<file path="src/design/aso_pkg.sv">
// Package: constants for the analog slave output control block
package aso_pkg;
   // Register port geometry
   localparam int ADDR_W = 8;
   localparam int DATA_W = 16;
   localparam int CODE_W = 12;
   localparam int NCH    = 4;
   // Register byte offsets
   localparam logic [7:0] OFS_CTRL     = 8'h00;
   localparam logic [7:0] OFS_TRIG_MSK = 8'h04;
   localparam logic [7:0] OFS_STATUS2  = 8'h08;
   localparam logic [7:0] OFS_IRQ_STAT = 8'h0c;
   localparam logic [7:0] OFS_IRQ_MASK = 8'h10;
   localparam logic [7:0] OFS_PINS     = 8'h14;
   localparam logic [7:0] OFS_RESULT0  = 8'h20;
   // Control register fields
   localparam int CTRL_SW_TRIG = 0;
   localparam int CTRL_HW_EN   = 1;
   // Interrupt status fields
   localparam int IRQ_SCAN  = 0;
   localparam int IRQ_STALE = 1;
   localparam int IRQ_W     = 2;
   // Reset values
   localparam logic [3:0]  TRIG_MSK_RST = 4'h1;
   localparam logic [1:0]  CTRL_RST     = 2'h0;
   localparam logic [1:0]  IRQ_MASK_RST = 2'h0;
   localparam logic [11:0] RESULT_RST   = 12'h000;
   // Code range limits per polarity format
   localparam logic [11:0] UNI_MIN = 12'h000;
   localparam logic [11:0] UNI_MAX = 12'hfff;
   localparam logic [11:0] BIP_MIN = 12'h800;
   localparam logic [11:0] BIP_MAX = 12'h7ff;
   localparam logic [11:0] MID_FLIP = 12'h800;
   // Output data clear value
   localparam logic [3:0] GOUT_CLEAR = 4'h0;
   // Stale watchdog default: 1 ms of silence at 125 MHz
   localparam int STALE_US      = 1000;
   localparam int CLK_MHZ       = 125;
   localparam int STALE_CYC_DEF = STALE_US * CLK_MHZ;
   localparam int STALE_CNT_W   = 20;
   // Scan sequencer states
   typedef enum logic [1:0] {ST_IDLE, ST_CONV, ST_GAP} aso_state_t;
endpackage

</file>
<file path="src/design/aso_result_fmt.sv">
// Formats and clamps one raw converter code into the stored result
`timescale 1ns/10ps
module aso_result_fmt
   import aso_pkg::*;
(
   input  wire logic [11:0] raw_code,   // Unipolar code from converter
   input  wire logic        over_range, // Input above reference
   input  wire logic        under_range,// Input below ground
   input  wire logic        unipolar,   // High selects straight binary
   output logic      [11:0] result      // Code to store
);
   // Offset binary to two's complement: flip the top bit
   wire [11:0] bip_code = raw_code ^ MID_FLIP;
   // Extremes of the active format
   wire [11:0] top_code = unipolar ? UNI_MAX : BIP_MAX;
   wire [11:0] bot_code = unipolar ? UNI_MIN : BIP_MIN;
   wire [11:0] fmt_code = unipolar ? raw_code : bip_code;

   // Pick clamped or formatted code
   always_comb
   begin
      if (over_range)
      begin
         result = top_code;
      end
      else if (under_range)
      begin
         result = bot_code;
      end
      else
      begin
         result = fmt_code;
      end
   end
endmodule

</file>
<file path="src/design/aso_ctrl.sv">
// Top: conversion sequencing, result formatting, stale output handling
//
// Added by the designer: the placing of the registers and the plain strobed port.
`timescale 1ns/10ps
module aso_ctrl
   import aso_pkg::*;
#(
   parameter int STALE_CYCLES = STALE_CYC_DEF   // Silence before data counts as lost
)
(
   input  wire logic              clk,                     // 125 MHz clock
   input  wire logic              rst_n,                   // Synchronous reset
   input  wire logic [ADDR_W-1:0] reg_addr,                // Register byte address
   input  wire logic [DATA_W-1:0] reg_wdata,               // Write data
   input  wire logic              reg_wr,                  // Write strobe
   input  wire logic              reg_rd,                  // Read strobe
   output logic      [DATA_W-1:0] reg_rdata,               // Read data, next cycle
   output logic                   irq,                     // Level interrupt
   input  wire logic              polarity_select_n,       // Strap pin
   input  wire logic              output_clear_on_stale_n, // Strap pin
   input  wire logic [NCH-1:0]    general_inputs,          // Input pins
   output logic      [NCH-1:0]    general_outputs,         // Output pins
   output logic                   output_data_stale,       // Output data lost
   output logic                   conversion_active_n,     // Low while converting
   output logic                   adc_start,               // Start one conversion
   output logic      [1:0]        adc_channel,             // Channel being converted
   input  wire logic [11:0]       adc_code,                // Raw unipolar code
   input  wire logic              adc_over,                // Input above reference
   input  wire logic              adc_under,               // Input below ground
   input  wire logic              adc_done,                // Conversion finished
   input  wire logic              link_up,                 // Link carrying frames
   input  wire logic              link_out_valid,          // New output data pulse
   input  wire logic [NCH-1:0]    link_out_data            // Output data from link
);
   // True for the four legal trigger masks
   function automatic logic mask_ok(input logic [3:0] m);
      mask_ok = (m == 4'h1) || (m == 4'h2) || (m == 4'h4) || (m == 4'h8);
   endfunction

   // Pin synchronisers: first stage read only by second
   logic [1:0]     pol_s1_r, pol_s2_r;     // Strap sync stages
   logic [1:0]     clr_s1_r, clr_s2_r;     // Unused upper bits avoided below
   logic [NCH-1:0] gin_s1_r;               // Input pins, stage one
   logic [NCH-1:0] gin_s2_r;               // Input pins, stage two
   logic [NCH-1:0] gin_d_r;                // Delayed for edge detect
   // Software visible state
   logic [1:0]        ctrl_r;              // Control bits
   logic [3:0]        trig_mask_r;         // Hardware trigger input mask
   logic [IRQ_W-1:0]  irq_stat_r;          // Sticky events
   logic [IRQ_W-1:0]  irq_mask_r;          // Interrupt enables
   logic [11:0]       res_r [NCH];         // Stored results
   logic [DATA_W-1:0] rdata_r;             // Read data register
   logic              irq_r;               // Interrupt output register
   // Sequencer and pins
   aso_state_t        state_r, state_nxt;  // Scan state
   logic [1:0]        ch_r, ch_nxt;        // Current channel
   logic              start_r;             // Start pulse register
   logic              conv_n_r;            // Indicator register
   // Stale handling
   logic [STALE_CNT_W-1:0] idle_cnt_r;     // Cycles since last output data
   logic              stale_r;             // Stale flag register
   logic [NCH-1:0]    gout_r;              // General outputs register

   // Strap and input synchronisers
   always_ff @(posedge clk)
   begin
      pol_s1_r <= {1'b0, polarity_select_n};
      pol_s2_r <= pol_s1_r;
      clr_s1_r <= {1'b0, output_clear_on_stale_n};
      clr_s2_r <= clr_s1_r;
      gin_s1_r <= general_inputs;
      gin_s2_r <= gin_s1_r;
      gin_d_r  <= gin_s2_r;
   end

   wire unipolar  = pol_s2_r[0];                  // High: straight binary
   wire clr_strap = ~clr_s2_r[0];                 // High: clear outputs on stale

   // Register decode
   wire sel_ctrl = (reg_addr == OFS_CTRL);
   wire sel_msk  = (reg_addr == OFS_TRIG_MSK);
   wire sel_st2  = (reg_addr == OFS_STATUS2);
   wire sel_ist  = (reg_addr == OFS_IRQ_STAT);
   wire sel_imk  = (reg_addr == OFS_IRQ_MASK);
   wire sel_pins = (reg_addr == OFS_PINS);
   wire sel_res  = (reg_addr[7:4] == OFS_RESULT0[7:4]) && (reg_addr[1:0] == 2'h0);
   wire [1:0] res_idx = reg_addr[3:2];

   wire sel_in_rise = |(gin_s2_r & ~gin_d_r & trig_mask_r);
   // relies on source holding levels long
   wire hw_trig = ctrl_r[CTRL_HW_EN] & sel_in_rise;
   wire sw_trig = reg_wr & sel_ctrl & reg_wdata[CTRL_SW_TRIG];
   wire trig    = hw_trig | sw_trig;

   // Formatted result of the running conversion
   logic [11:0] fmt_res;
   aso_result_fmt u_fmt
   (
      .raw_code    (adc_code),
      .over_range  (adc_over),
      .under_range (adc_under),
      .unipolar    (unipolar),
      .result      (fmt_res)
   );

   wire conv_end  = (state_r == ST_CONV) & adc_done;
   wire scan_done = conv_end & (ch_r == 2'(NCH - 1));

   // Scan sequencer: channels 0..3 with a one-cycle gap between
   always_comb
   begin
      state_nxt = state_r;
      ch_nxt    = ch_r;
      case (state_r)
         ST_IDLE:
         begin
            if (trig)
            begin
               state_nxt = ST_CONV;
               ch_nxt    = 2'h0;
            end
         end
         ST_CONV:
         begin
            if (scan_done)
            begin
               state_nxt = ST_IDLE;
            end
            else if (adc_done)
            begin
               state_nxt = ST_GAP;
               ch_nxt    = ch_r + 2'h1;
            end
         end
         ST_GAP:
         begin
            state_nxt = ST_CONV;
         end
         default:
         begin
            state_nxt = ST_IDLE;
         end
      endcase
   end

   // Sequencer registers and converter pins
   always_ff @(posedge clk)
   begin
      if (!rst_n)
      begin
         state_r  <= ST_IDLE;
         ch_r     <= 2'h0;
         start_r  <= 1'b0;
         conv_n_r <= 1'b1;
      end
      else
      begin
         state_r  <= state_nxt;
         ch_r     <= ch_nxt;
         start_r  <= (state_nxt == ST_CONV) && (state_r != ST_CONV);
         conv_n_r <= (state_nxt != ST_CONV);
      end
   end

   // One result register per channel
   genvar gi;
   generate
      for (gi = 0; gi < NCH; gi++)
      begin : g_res
         always_ff @(posedge clk)
         begin
            if (!rst_n)
            begin
               res_r[gi] <= RESULT_RST;
            end
            else if (conv_end && (ch_r == 2'(gi)))
            begin
               res_r[gi] <= fmt_res;
            end
         end
      end
   endgenerate

   // Stale watchdog and its edge
   wire silent    = (idle_cnt_r >= STALE_CNT_W'(STALE_CYCLES));
   // stale when link down or silent
   wire stale_nxt = ~link_up | silent;
   wire stale_rise = stale_nxt & ~stale_r;

   // Watchdog counter, stale flag and general outputs
   always_ff @(posedge clk)
   begin
      if (!rst_n)
      begin
         idle_cnt_r <= '0;
         stale_r    <= 1'b0;
         gout_r     <= GOUT_CLEAR;
      end
      else
      begin
         stale_r <= stale_nxt;
         if (link_out_valid && link_up)
         begin
            idle_cnt_r <= '0;
            gout_r     <= link_out_data;
         end
         else
         begin
            if (!silent)
            begin
               idle_cnt_r <= idle_cnt_r + 1'b1;
            end
            // clear on stale rise if strapped
            if (stale_rise && clr_strap)
            begin
               gout_r <= GOUT_CLEAR;
            end
         end
      end
   end

   // Event sources for the sticky status bits
   wire [IRQ_W-1:0] ev_set = {stale_rise, scan_done};
   wire [IRQ_W-1:0] ev_clr = (reg_wr & sel_ist) ? reg_wdata[IRQ_W-1:0] : '0;
   wire [3:0] msk_wr = reg_wdata[3:0];

   // Software written registers; set beats clear on status
   always_ff @(posedge clk)
   begin
      if (!rst_n)
      begin
         ctrl_r      <= CTRL_RST;
         trig_mask_r <= TRIG_MSK_RST;
         irq_stat_r  <= '0;
         irq_mask_r  <= IRQ_MASK_RST;
         irq_r       <= 1'b0;
      end
      else
      begin
         if (reg_wr && sel_ctrl)
         begin
            ctrl_r <= {reg_wdata[CTRL_HW_EN], 1'b0};
         end
         if (reg_wr && sel_msk && mask_ok(msk_wr))
         begin
            trig_mask_r <= msk_wr;
         end
         if (reg_wr && sel_imk)
         begin
            irq_mask_r <= reg_wdata[IRQ_W-1:0];
         end
         irq_stat_r <= (irq_stat_r & ~ev_clr) | ev_set;
         irq_r      <= |(((irq_stat_r & ~ev_clr) | ev_set) & irq_mask_r);
      end
   end

   // Read multiplexer
   // status byte two: strap in bit0
   wire [DATA_W-1:0] st2_word = {15'h0000, clr_strap};
   wire [DATA_W-1:0] rd_mux =
      sel_ctrl ? {14'h0000, ctrl_r} :
      sel_msk  ? {12'h000, trig_mask_r} :
      sel_st2  ? st2_word :
      sel_ist  ? {14'h0000, irq_stat_r} :
      sel_imk  ? {14'h0000, irq_mask_r} :
      sel_pins ? {5'h00, conv_n_r, stale_r, unipolar, gout_r, gin_s2_r} :
      sel_res  ? {4'h0, res_r[res_idx]} : '0;

   // Read data stand one cycle after the strobe
   always_ff @(posedge clk)
   begin
      if (!rst_n)
      begin
         rdata_r <= '0;
      end
      else
      begin
         rdata_r <= reg_rd ? rd_mux : '0;
      end
   end

   assign reg_rdata           = rdata_r;
   assign irq                 = irq_r;
   assign general_outputs     = gout_r;
   assign output_data_stale   = stale_r;
   assign conversion_active_n = conv_n_r;
   assign adc_start           = start_r;
   assign adc_channel         = ch_r;

   wire in_range = ~adc_over & ~adc_under;
endmodule

</file>
<file path="config.mk">
export PLATFORM = sky130hd
export DESIGN_NAME = aso_ctrl
export DESIGN_NICKNAME = d
export VERILOG_FILES = /design/src/design/aso_pkg.sv /design/src/design/aso_result_fmt.sv /design/src/design/aso_ctrl.sv
export SDC_FILE = /design/constraint.sdc
export NUM_CORES = 1
export LEC_CHECK = 0
export ABC_CLOCK_PERIOD_IN_PS = 2900
export BUFFER_PORTS_ARGS = -buffer_cell sky130_fd_sc_hd__buf_2
export CAP_MARGIN = 0
export CORE_MARGIN = 2
export CORE_UTILIZATION = 45
export DETAILED_ROUTE_END_ITERATION = 12
export GPL_TIMING_DRIVEN = 1
export HOLD_SLACK_MARGIN = 0.1
export PLACE_DENSITY_LB_ADDON = 0.2
export SLEW_MARGIN = 5
export SYNTH_ARGS = -nofsm -noshare
export SYNTH_HDL_FRONTEND = slang
export SYNTH_SLANG_ARGS = --single-unit
export TNS_END_PERCENT = 5
</file>
<file path="constraint.sdc">
create_clock -name clk -period 2.9 [get_ports clk]
set_clock_uncertainty 0.2 [all_clocks]
set_input_delay 0.29 -clock clk [delete_from_list [all_inputs] [get_ports clk]]
set_output_delay 0.29 -clock clk [all_outputs]
set_load 0.03 [all_outputs]
</file>
==> impl_metrics.csv, run 1 <==
group,metric,value,unit
logic_synthesis,yosys_most_used_dff,"dfxtp_1",
global_routing,grt_overflow_total,0,
detailed_routing,vias,3726,
timing,report.final.slew_viol_count,0,
logic_synthesis,synthArstFlopShare,0,
critical_path,end_kind,"flop",
timing,timing.setup.tns,0,ns
critical_path,start_kind,"primary input",
timing,period_needed,2.69,ns
timing,min_period_over_period,0.929,
critical_path,critPathBufInv,5,
logic_synthesis,synth-compound-area-share,0.0849,
logic_synthesis,synth_warnings,0,
pwr,p_leak,2.60,nW
clocking,cts_buffers,17,
layout,fin_nets,617,
timing,setup_slack,0.206,ns
critical_path,crit_family,"buffers and inverters",
critical_path,worst-r2r-setup-slack,0.32,ns
place,placed_cell_area,5330,um^2
logic_synthesis,synth_cell_type_count,56,
floorplan,die_w,108,um
logic_synthesis,avgSynthCellArea,11.1,um^2
critical_path,crit_chain,"dlygate4sd3_1 -> buf_2 -> inv_1 -> nor4b_2 -> nand2_1 -> mux2i_1 -> dlygate4sd3_1 -> nor2b_1 -> dlygate4sd3_1",
pwr,peakVddDrop,549,uV
place,place.gp.congestion,0.781,
detailed_routing,routed_wl,11500,um
critical_path,crit_cells,9,
logic_synthesis,ys_ff_latch,117,
critical_path,worstPathArrival,2.89,ns
detailed_routing,drt_iter0_drc,270,
floorplan,die_height,108,um
pwr,power,4.13,mW
layout,final_layout_size_suffix_gt1_frac,0.206,
logic_synthesis,synth_mux_area_frac,0.0736,
floorplan,initial_core_util,0.457,
critical_path,criticalPathCategory,"in2reg",
logic_synthesis,synth_top_family_by_area,"simple AND/OR/NAND/NOR gates",
layout,layout_commonest_cell,"nor2_1",
clocking,tritoncts,"done",
pwr,p_per_area,643,nW/um^2
job,drv_cap,0,
min_path,holdPathStages,0,
critical_path,r2r_cells,5,
detailed_routing,post_drt_wl_per_cell,16.3,um
clocking,post-cts-setup-buffer-count,0,
global_routing,first_global_vias,3892,
timing,rsz0062_at_grt,"no",
critical_path,worst_path_most_repeated_cell,"dlygate4sd3_1",
critical_path,cpMaxStageDelayCell,"dlygate4sd3_1",
detailed_routing,viasPerCell,5.26,
detailed_routing,drtAntennaViolNets,0,
clocking,path_clk_slew,0.06,ns
critical_path,worst_path_largest_cell_delay,0.56,ns
timing,setup_viol,0,
critical_path,crit_required,3.10,ns
clocking,cts.sinks,117,
layout,diodes,0,
layout,final_area,6420,um^2
logic_synthesis,synth_fa_ha_area_frac,0.0153,
global_routing,grt_pass1_wl,18700,um
detailed_routing,first_pass_iters,5,
layout,fillers,921,
global_routing,track_usage,0.212,
floorplan,rows,38,
place,place_hpwl,7510,um
logic_synthesis,seq_area_frac_synth,0.575,
clocking,clk-insertion-delay-late,0.52,ns
floorplan,io_pins,81,
timing,worstMarginPinSlew,0.656,ns
timing,hold_viol,0,
floorplan,dieArea,11800,um^2
logic_synthesis,syn_area,4910,um^2
place,port-buffer-count,64,
min_path,hp-class,"reg2reg",
critical_path,crit_path_max_fanout,4,
logic_synthesis,synth_simple_gate_area_frac,0.188,
clocking,root_buffer,"clkbuf_8",
global_routing,grt_start_max_net_pins,30,
clocking,clockBufferDepth,2,
logic_synthesis,synth-edff-count,48,
run_status,outcome,"complete, no violations",
layout,area_growth_syn_to_layout,30.7,%
place,place_ws,0.457,ns
global_routing,antenna_found_initial,0,
clocking,cts_max_level,4,
timing,slew_headroom,0.558,
floorplan,coreArea,10700,um^2
layout,fin_util,0.597,
detailed_routing,remaining_drc_errors,0,
logic_synthesis,syn_inst,442,
timing,max_clock_freq,0.371,GHz
logic_synthesis,synth_xor_area_frac,0.0303,
layout,final_cell_mix,"nor2_1 (80), dfxtp_1 (69), buf_2 (64), dlygate4sd3_1 (48), edfxtp_1 (48)",
[synthesized netlist by cell type (2+ instances only)]
cell type   n  area, um^2
mux2i_1     8        80.1
dfxtp_1    69        1380
a211oi_1    2        15.0
xor2_1     10        87.6
inv_1      10        37.5
a311oi_1    2        17.5
a22oi_1    10        75.1
and3b_1     2        17.5
or3_1       2        12.5
xnor2_1     7        61.3
a21boi_0    2        15.0
a31oi_1     2        12.5
nand4_1     4        25.0
edfxtp_1   48        1440
nand2_1    36         135
nor2_1     80         300
nor4_1      3        18.8
nand3_1    12        60.1
clkbuf_1   13        48.8
mux4_2     12         270
o31ai_1     2        15.0
buf_2       5        25.0
and4_1      3        26.3
nor3_1      4        20.0
o21ai_0     8        40.0
o22ai_1     2        12.5
a32o_1      4        40.0
ha_1        6        75.1
nor2b_1    10        62.6
nand3b_1    3        22.5
and2_1      3        18.8
and3_1      9        56.3
nand2b_1    2        12.5
buf_4       4        30.0
nor4b_1     5        43.8
a21oi_1    18        90.1
[sequential cells by signal, indices dropped and copies added, names as in the netlist, 2 cells and up]
| signal | count |
|---|---|
| res_r | 48 |
| idle_cnt_r | 20 |
| reg_rdata | 12 |
| general_outputs | 4 |
| gin_d_r | 4 |
| gin_s1_r | 4 |
| gin_s2_r | 4 |
| trig_mask_r | 4 |
| adc_channel | 2 |
| irq_mask_r | 2 |
| irq_stat_r | 2 |
| state_r | 2 |
[worst paths after layout]
kind,from,to
worst min-delay path,pol_s1_r[0],pol_s2_r[0]
worst max-delay path,reg_addr[4],irq_mask_r[1]
worst min register to register,pol_s1_r[0],pol_s2_r[0]
worst max register to register,idle_cnt_r[7],output_data_stale
[where the power goes]
group | internal (mW) | total (mW) | switching, mW
Sequential | 1.75 | 1.77 | 0.0189
Combinational | 0.108 | 0.237 | 0.129
Clock | 1.38 | 2.12 | 0.737
[metal layers]
metal / routed length [um] / GRT usage
met1: 4940 / 0.248
met2: 6040 / 0.373
met3: 455 / 0.0579
met4: 114 / 0.0769
met5: 0 / 0
[metrics by stage]
stage	hold slack, ns	cells
5_1_grt	0.129	709
3_3_place_gp	0.111	629
4_1_cts	0.118	709
2_1_floorplan	0.110	445
6_report	0.124	709
3_5_place_dp	0.115	629
[cells by family after synthesis]
| logic type | count (synthesis) |
|---|---|
| compound gates | 61 |
| xor+xnor | 17 |
| fa+ha+maj | 6 |
| buf+inv | 34 |
| flops | 117 |
| mux | 21 |
| other cells | 1 |
| simple gates | 185 |
[final cells by class]
type	instances	area, um^2	share of cell area
Timing Repair Buffer	116	831	0.129
Sequential cell	117	2820	0.440
Clock inverter	15	188	0.0293
Tap cell	140	175	0.0273
Inverter	10	37.5	0.00585
Clock buffer	17	414	0.0645
Multi-Input combinational cell	294	1950	0.304
[worst register-to-register path: cells and delay by family (launching register included)]
| kind | cells | cell delay, ns |
|---|---|---|
| AOI/OAI and AO/OA | 2 | 0.69 |
| buffers and inverters | 1 | 0.57 |
| DFF | 1 | 0.34 |
| and+or+nand+nor | 2 | 0.67 |
[repair_timing]
item,CTS,global route
endpoints found under the setup margin,0,1
hold endpoints to repair,79,0
gates resized for setup,0,1
hold buffers,48,0
No activity file was read; power rests on OpenSTA's default activity.
==> inputs of run 2 (changes only) <==
--- a/config.mk
+++ b/config.mk
@@ -5,12 +5,13 @@
 export SDC_FILE = /design/constraint.sdc
 export NUM_CORES = 1
 export LEC_CHECK = 0
-export ABC_CLOCK_PERIOD_IN_PS = 2900
+export ABC_CLOCK_PERIOD_IN_PS = 2400
 export BUFFER_PORTS_ARGS = -buffer_cell sky130_fd_sc_hd__buf_2
 export CAP_MARGIN = 0
 export CORE_MARGIN = 2
 export CORE_UTILIZATION = 45
 export DETAILED_ROUTE_END_ITERATION = 12
+export GPL_ROUTABILITY_DRIVEN = 1
 export GPL_TIMING_DRIVEN = 1
 export HOLD_SLACK_MARGIN = 0.1
 export PLACE_DENSITY_LB_ADDON = 0.2
==> constraint.sdc (replaced) <==
create_clock -name clk -period 2.4 [get_ports clk]
set_clock_uncertainty 0.2 [all_clocks]
set_input_delay 0.24 -clock clk [delete_from_list [all_inputs] [get_ports clk]]
set_output_delay 0.24 -clock clk [all_outputs]
set_load 0.03 [all_outputs]
==> run 2 against run 1 <==
Effect of this change:
- core utilization shrank 0.36 points
- total power grew 16%
- combinational power grew 21%
- critical path depth shrank 2
- clock power grew 12%
- global-route usage shrank 1.2 points
- cell count is the same
- final area shrank 0.60%
- largest power group unchanged
- worst setup slack lost 0.12 ns
- count of clock-buffer cells in the layout grew 7
- die area is the same
- first-iteration DRC count shrank 33%
==> impl_metrics.csv, run 2 (synthesis results as in run 1) <==
group,metric,value,unit
run_status,outcome,"complete, no violations",
pwr,combPwrFrac,0.060,
critical_path,worst_path_largest_cell_delay,0.60,ns
layout,area_growth_syn_to_layout,29.9,%
floorplan,io_pins,81,
floorplan,die_w,108,um
place,place.gp.congestion,0.810,
layout,diodes,0,
critical_path,criticalPathCategory,"in2reg",
global_routing,grt_overflow_total,0,
critical_path,crit_path_max_fanout,2,
critical_path,end_kind,"flop",
floorplan,coreArea,10700,um^2
clocking,root_buffer,"clkbuf_8",
place,place_hpwl,7370,um
layout,fin_nets,617,
job,drv_cap,0,
detailed_routing,viasPerCell,5.18,
timing,max_clock_freq,0.432,GHz
layout,top_register,"res_r",
detailed_routing,vias,3676,
layout,largest_reg_flops,48,
floorplan,rows,38,
global_routing,track_usage,0.201,
clocking,clk-insertion-delay-late,0.52,ns
critical_path,crit_required,2.61,ns
layout,layout_commonest_cell,"nor2_1",
min_path,hp-class,"reg2reg",
detailed_routing,first_pass_iters,4,
pwr,seq_power_share,0.446,
timing,worstMarginPinSlew,0.713,ns
critical_path,crit_family,"simple AND/OR/NAND/NOR gates",
clocking,path_clk_slew,0.05,ns
place,port-buffer-count,64,
clocking,cts_max_level,4,
detailed_routing,drt_iter0_drc,180,
pwr,swShare,0.212,
global_routing,grt_start_max_net_pins,22,
clocking,post-cts-setup-buffer-count,0,
timing,min_period_over_period,0.964,
timing,period_needed,2.31,ns
pwr,switchingPower,1.02,mW
detailed_routing,drtAntennaViolNets,0,
pwr,p_int,3.79,mW
pwr,p_clk_frac,0.495,
floorplan,die_height,108,um
clocking,tritoncts,"done",
pwr,peakVddDrop,845,uV
floorplan,initial_core_util,0.457,
detailed_routing,routed_wl,11100,um
layout,final_layout_size_suffix_gt1_frac,0.216,
critical_path,cpMaxStageDelayCell,"dlygate4sd3_1",
pwr,p_leak,2.59,nW
timing,rsz0062_at_grt,"no",
detailed_routing,remaining_drc_errors,0,
global_routing,first_global_vias,3680,
timing,slew_headroom,0.520,
critical_path,start_kind,"primary input",
timing,report.final.slew_viol_count,0,
global_routing,antenna_found_initial,0,
timing,timing.setup.tns,0,ns
layout,final_cell_mix,"nor2_1 (80), dfxtp_1 (69), buf_2 (63), edfxtp_1 (48), dlygate4sd3_1 (41)",
global_routing,grt_pass1_wl,17700,um
timing,hold_viol,0,
clocking,cts.sinks,117,
critical_path,worstPathArrival,2.52,ns
floorplan,dieArea,11800,um^2
layout,fin_util,0.594,
detailed_routing,post_drt_wl_per_cell,15.6,um
clocking,cts_buffers,17,
timing,setup_viol,0,
clocking,clockBufferDepth,2,
critical_path,crit_chain,"buf_2 -> or4_4 -> nor4b_4 -> dlygate4sd3_1 -> nand4_1 -> a32o_2 -> a221o_1",
critical_path,critPathBufInv,2,
pwr,p_per_area,754,nW/um^2
## run 2: cell count changes in the layout (fill, tap and decap cells not counted), moves of 3 or more
cell,delta
buf_4,+6
dlygate4sd3_1,-7
clkinvlp_4,-4
clkbuf_8,+4
bufinv_16,-3
## run 2: path summary, 6_finish.rpt
| check | to | cells past startpoint | startpoint | slack (ns) |
|---|---|---|---|---|
| max | irq | 7 | reg_addr[1] | 0.09 |
| max reg2reg | reg_rdata[1] | 6 | res_r[3][1] | 0.25 |
| min reg2reg | gin_s2_r[2] | 0 | gin_s1_r[2] | 0.13 |
| min | gin_s2_r[2] | 0 | gin_s1_r[2] | 0.13 |
## run 2: timing repair
item | in CTS | in global routing
hold endpoints to repair | 82 | 0
hold buffers | 41 | 0
resized for setup | 0 | 1
setup endpoints to repair | 0 | 1
## run 2: power groups by stage
stage | Clock (mW) | Combinational (mW) | Sequential [mW]
2_1_floorplan | 0 | 0.148 | 2.18
3_3_place_gp | 0 | 0.234 | 2.18
3_5_place_dp | 0 | 0.239 | 2.18
4_1_cts | 2.41 | 0.285 | 2.14
5_1_grt | 2.51 | 0.313 | 2.14
6_report | 2.38 | 0.286 | 2.14
## run 2: metrics by stage
step	worst slack (ns)	cell area, um^2	power (mW)	std cells	hold slack [ns]
floorplan	0.145	4920	2.33	445	0.0677
global placement	0.127	5390	2.42	636	0.110
detailed placement	0.0955	5390	2.42	636	0.112
CTS	0.100	6370	4.84	709	0.108
finish	0.0867	6380	4.81	709	0.126
global route	0.00966	6380	4.96	709	0.132
## run 2: area by class of cell
| type | count | area (um^2) |
|---|---|---|
| Tap cell | 140 | 175 |
| Timing Repair Buffer | 116 | 828 |
| Clock inverter | 8 | 70.1 |
| Clock buffer | 24 | 502 |
| Multi-Input combinational cell | 294 | 1940 |
| Fill cell | 922 | 4370 |
| Sequential cell | 117 | 2820 |
| Inverter | 10 | 37.5 |
## run 2: layer usage
| metal | vias up | part of all wire | track usage |
|---|---|---|---|
| met5 | - | 0 | 0 |
| li1 | 1809 | - | - |
| met1 | 1761 | 0.43 | 0.239 |
| met2 | 95 | 0.51 | 0.347 |
| met4 | 0 | 0.015 | 0.0714 |
| met3 | 11 | 0.045 | 0.0549 |
==> inputs of run 3 (changes only) <==
--- a/config.mk
+++ b/config.mk
@@ -8,8 +8,10 @@
 export ABC_CLOCK_PERIOD_IN_PS = 2400
 export BUFFER_PORTS_ARGS = -buffer_cell sky130_fd_sc_hd__buf_2
 export CAP_MARGIN = 0
+export CELL_PAD_IN_SITES_DETAIL_PLACEMENT = 1
+export CELL_PAD_IN_SITES_GLOBAL_PLACEMENT = 1
 export CORE_MARGIN = 2
-export CORE_UTILIZATION = 45
+export CORE_UTILIZATION = 40
 export DETAILED_ROUTE_END_ITERATION = 12
 export GPL_ROUTABILITY_DRIVEN = 1
 export GPL_TIMING_DRIVEN = 1
==> run 3 against run 2 <==
Effect of this change:
- hold slack worse by 0.0015 ns
- total power up 2.8%
- fmax up 8.0%
- wire length increased by 14%
- sequential share of layout area increased by 0.33 points
- critical path type is now reg2reg
- non-clock buffer count down 5
- global-route usage is 0.43 points higher
- via count grew 1.5%
==> impl_metrics.csv, run 3 (synthesis results as in run 1) <==
group,metric,value,unit
layout,final_layout_size_suffix_gt1_frac,0.213,
clocking,clk-insertion-delay-late,0.42,ns
timing,report.final.slew_viol_count,0,
timing,rsz0062_at_grt,"no",
global_routing,track_usage,0.205,
clocking,post-cts-setup-buffer-count,0,
detailed_routing,drtAntennaViolNets,0,
job,drv_cap,0,
run_status,outcome,"complete, no violations",
floorplan,initial_core_util,0.409,
timing,max_clock_freq,0.467,GHz
floorplan,io_pins,81,
clocking,tritoncts,"done",
floorplan,die_height,115,um
global_routing,grt_overflow_total,0,
min_path,hp-class,"reg2reg",
global_routing,antenna_found_initial,0,
detailed_routing,post_drt_wl_per_cell,17.7,um
floorplan,die_w,115,um
detailed_routing,routed_wl,12600,um
pwr,power,4.94,mW
layout,fillers,1311,
place,port-buffer-count,64,
global_routing,grt_pass1_wl,20400,um
timing,period_needed,2.14,ns
critical_path,crit_required,2.50,ns
layout,fin_util,0.527,
pwr,p_leak,2.58,nW
place,placed_cell_area,5410,um^2
timing,whs,0.124,ns
timing,hold_viol,0,
layout,fin_nets,612,
timing,worstMarginPinSlew,0.657,ns
clocking,clockBufferDepth,2,
place,place.gp.congestion,0.789,
clocking,cts_max_level,4,
timing,min_period_over_period,0.892,
detailed_routing,vias,3730,
detailed_routing,viasPerCell,5.25,
timing,slew_headroom,0.557,
global_routing,first_global_vias,3897,
layout,largest_reg_flops,48,
floorplan,rows,40,
layout,top_register,"res_r",
clocking,cts_buffers,17,
critical_path,reg2reg_from,"res_r[3][0]",
critical_path,crit_path_max_fanout,1,
timing,setup_slack,0.258,ns
place,place_hpwl,8640,um
layout,final_cell_mix,"nor2_1 (80), dfxtp_1 (69), buf_2 (64), edfxtp_1 (48), nand2_1 (36)",
critical_path,criticalPathCategory,"reg2reg",
critical_path,end_kind,"flop",
place,place_ws,0.0345,ns
critical_path,start_kind,"flop",
layout,final_area,6330,um^2
layout,diodes,0,
detailed_routing,first_pass_iters,4,
layout,area_growth_syn_to_layout,28.9,%
detailed_routing,remaining_drc_errors,0,
layout,layout_commonest_cell,"nor2_1",
critical_path,worstPathArrival,2.24,ns
floorplan,coreArea,12000,um^2
timing,timing.setup.tns,0,ns
clocking,path_clk_slew,0.05,ns
clocking,root_buffer,"clkbuf_16",
pwr,peakVddDrop,442,uV
place,dp_cells,646,
critical_path,startpoint,"res_r[3][0]",
floorplan,dieArea,13200,um^2
detailed_routing,drt_iter0_drc,196,
timing,setup_viol,0,
layout,final_cells,711,
min_path,min-delay-start,"gin_s1_r[3]",
global_routing,grt_start_max_net_pins,20,
clocking,cts.sinks,117,
pwr,p_per_area,781,nW/um^2
-- run 3: routing by layer --
layer  vias to the layer above  routed length, um  global-route usage
li1                       1797                  -                   -
met1                      1859               5580               0.253
met2                        60               6480               0.354
met3                        14                377              0.0538
met4                         0                146              0.0635
met5                         -                  0                   0
-- run 3: critical path, stage by stage, from the launching register on --
cell and delay (ns):
edfxtp_1 0.37, mux4_2 0.51, nand2_1 0.09, o31ai_1 0.08
a21oi_1 0.16, a211oi_1 0.07, dlygate4sd3_1 0.55
-- run 3: final cells by class --
cell class	instances	area [um^2]	share of cell area
multi-input combinational	294	1950	0.308
clock buffer	25	475	0.0751
clock inverter	7	106	0.0168
inverter	10	37.5	0.00593
tap	147	184	0.0291
sequential	117	2820	0.446
timing repair buffer	111	756	0.119
-- run 3: power by group --
group / leakage (nW) / internal [mW] / switching, mW
combinational: 1.23 / 0.127 / 0.159
clock: 0.282 / 1.67 / 0.837
sequential: 1.06 / 2.12 / 0.0242
total: 2.58 / 3.92 / 1.02
-- run 3: repair_timing --
action | in CTS | in global routing
endpoints found under the setup margin | 0 | 1
hold buffers | 33 | 0
gates resized for setup | 0 | 1
endpoints found under the hold margin | 74 | 0
-- run 3: path summary, 6_finish.rpt --
check | to | cells after the start | slack [ns]
setup / recovery | reg_rdata[0] | 6 | 0.26
setup reg to reg | reg_rdata[0] | 6 | 0.26
hold / removal | gin_s2_r[3] | 0 | 0.12
hold reg to reg | gin_s2_r[3] | 0 | 0.12
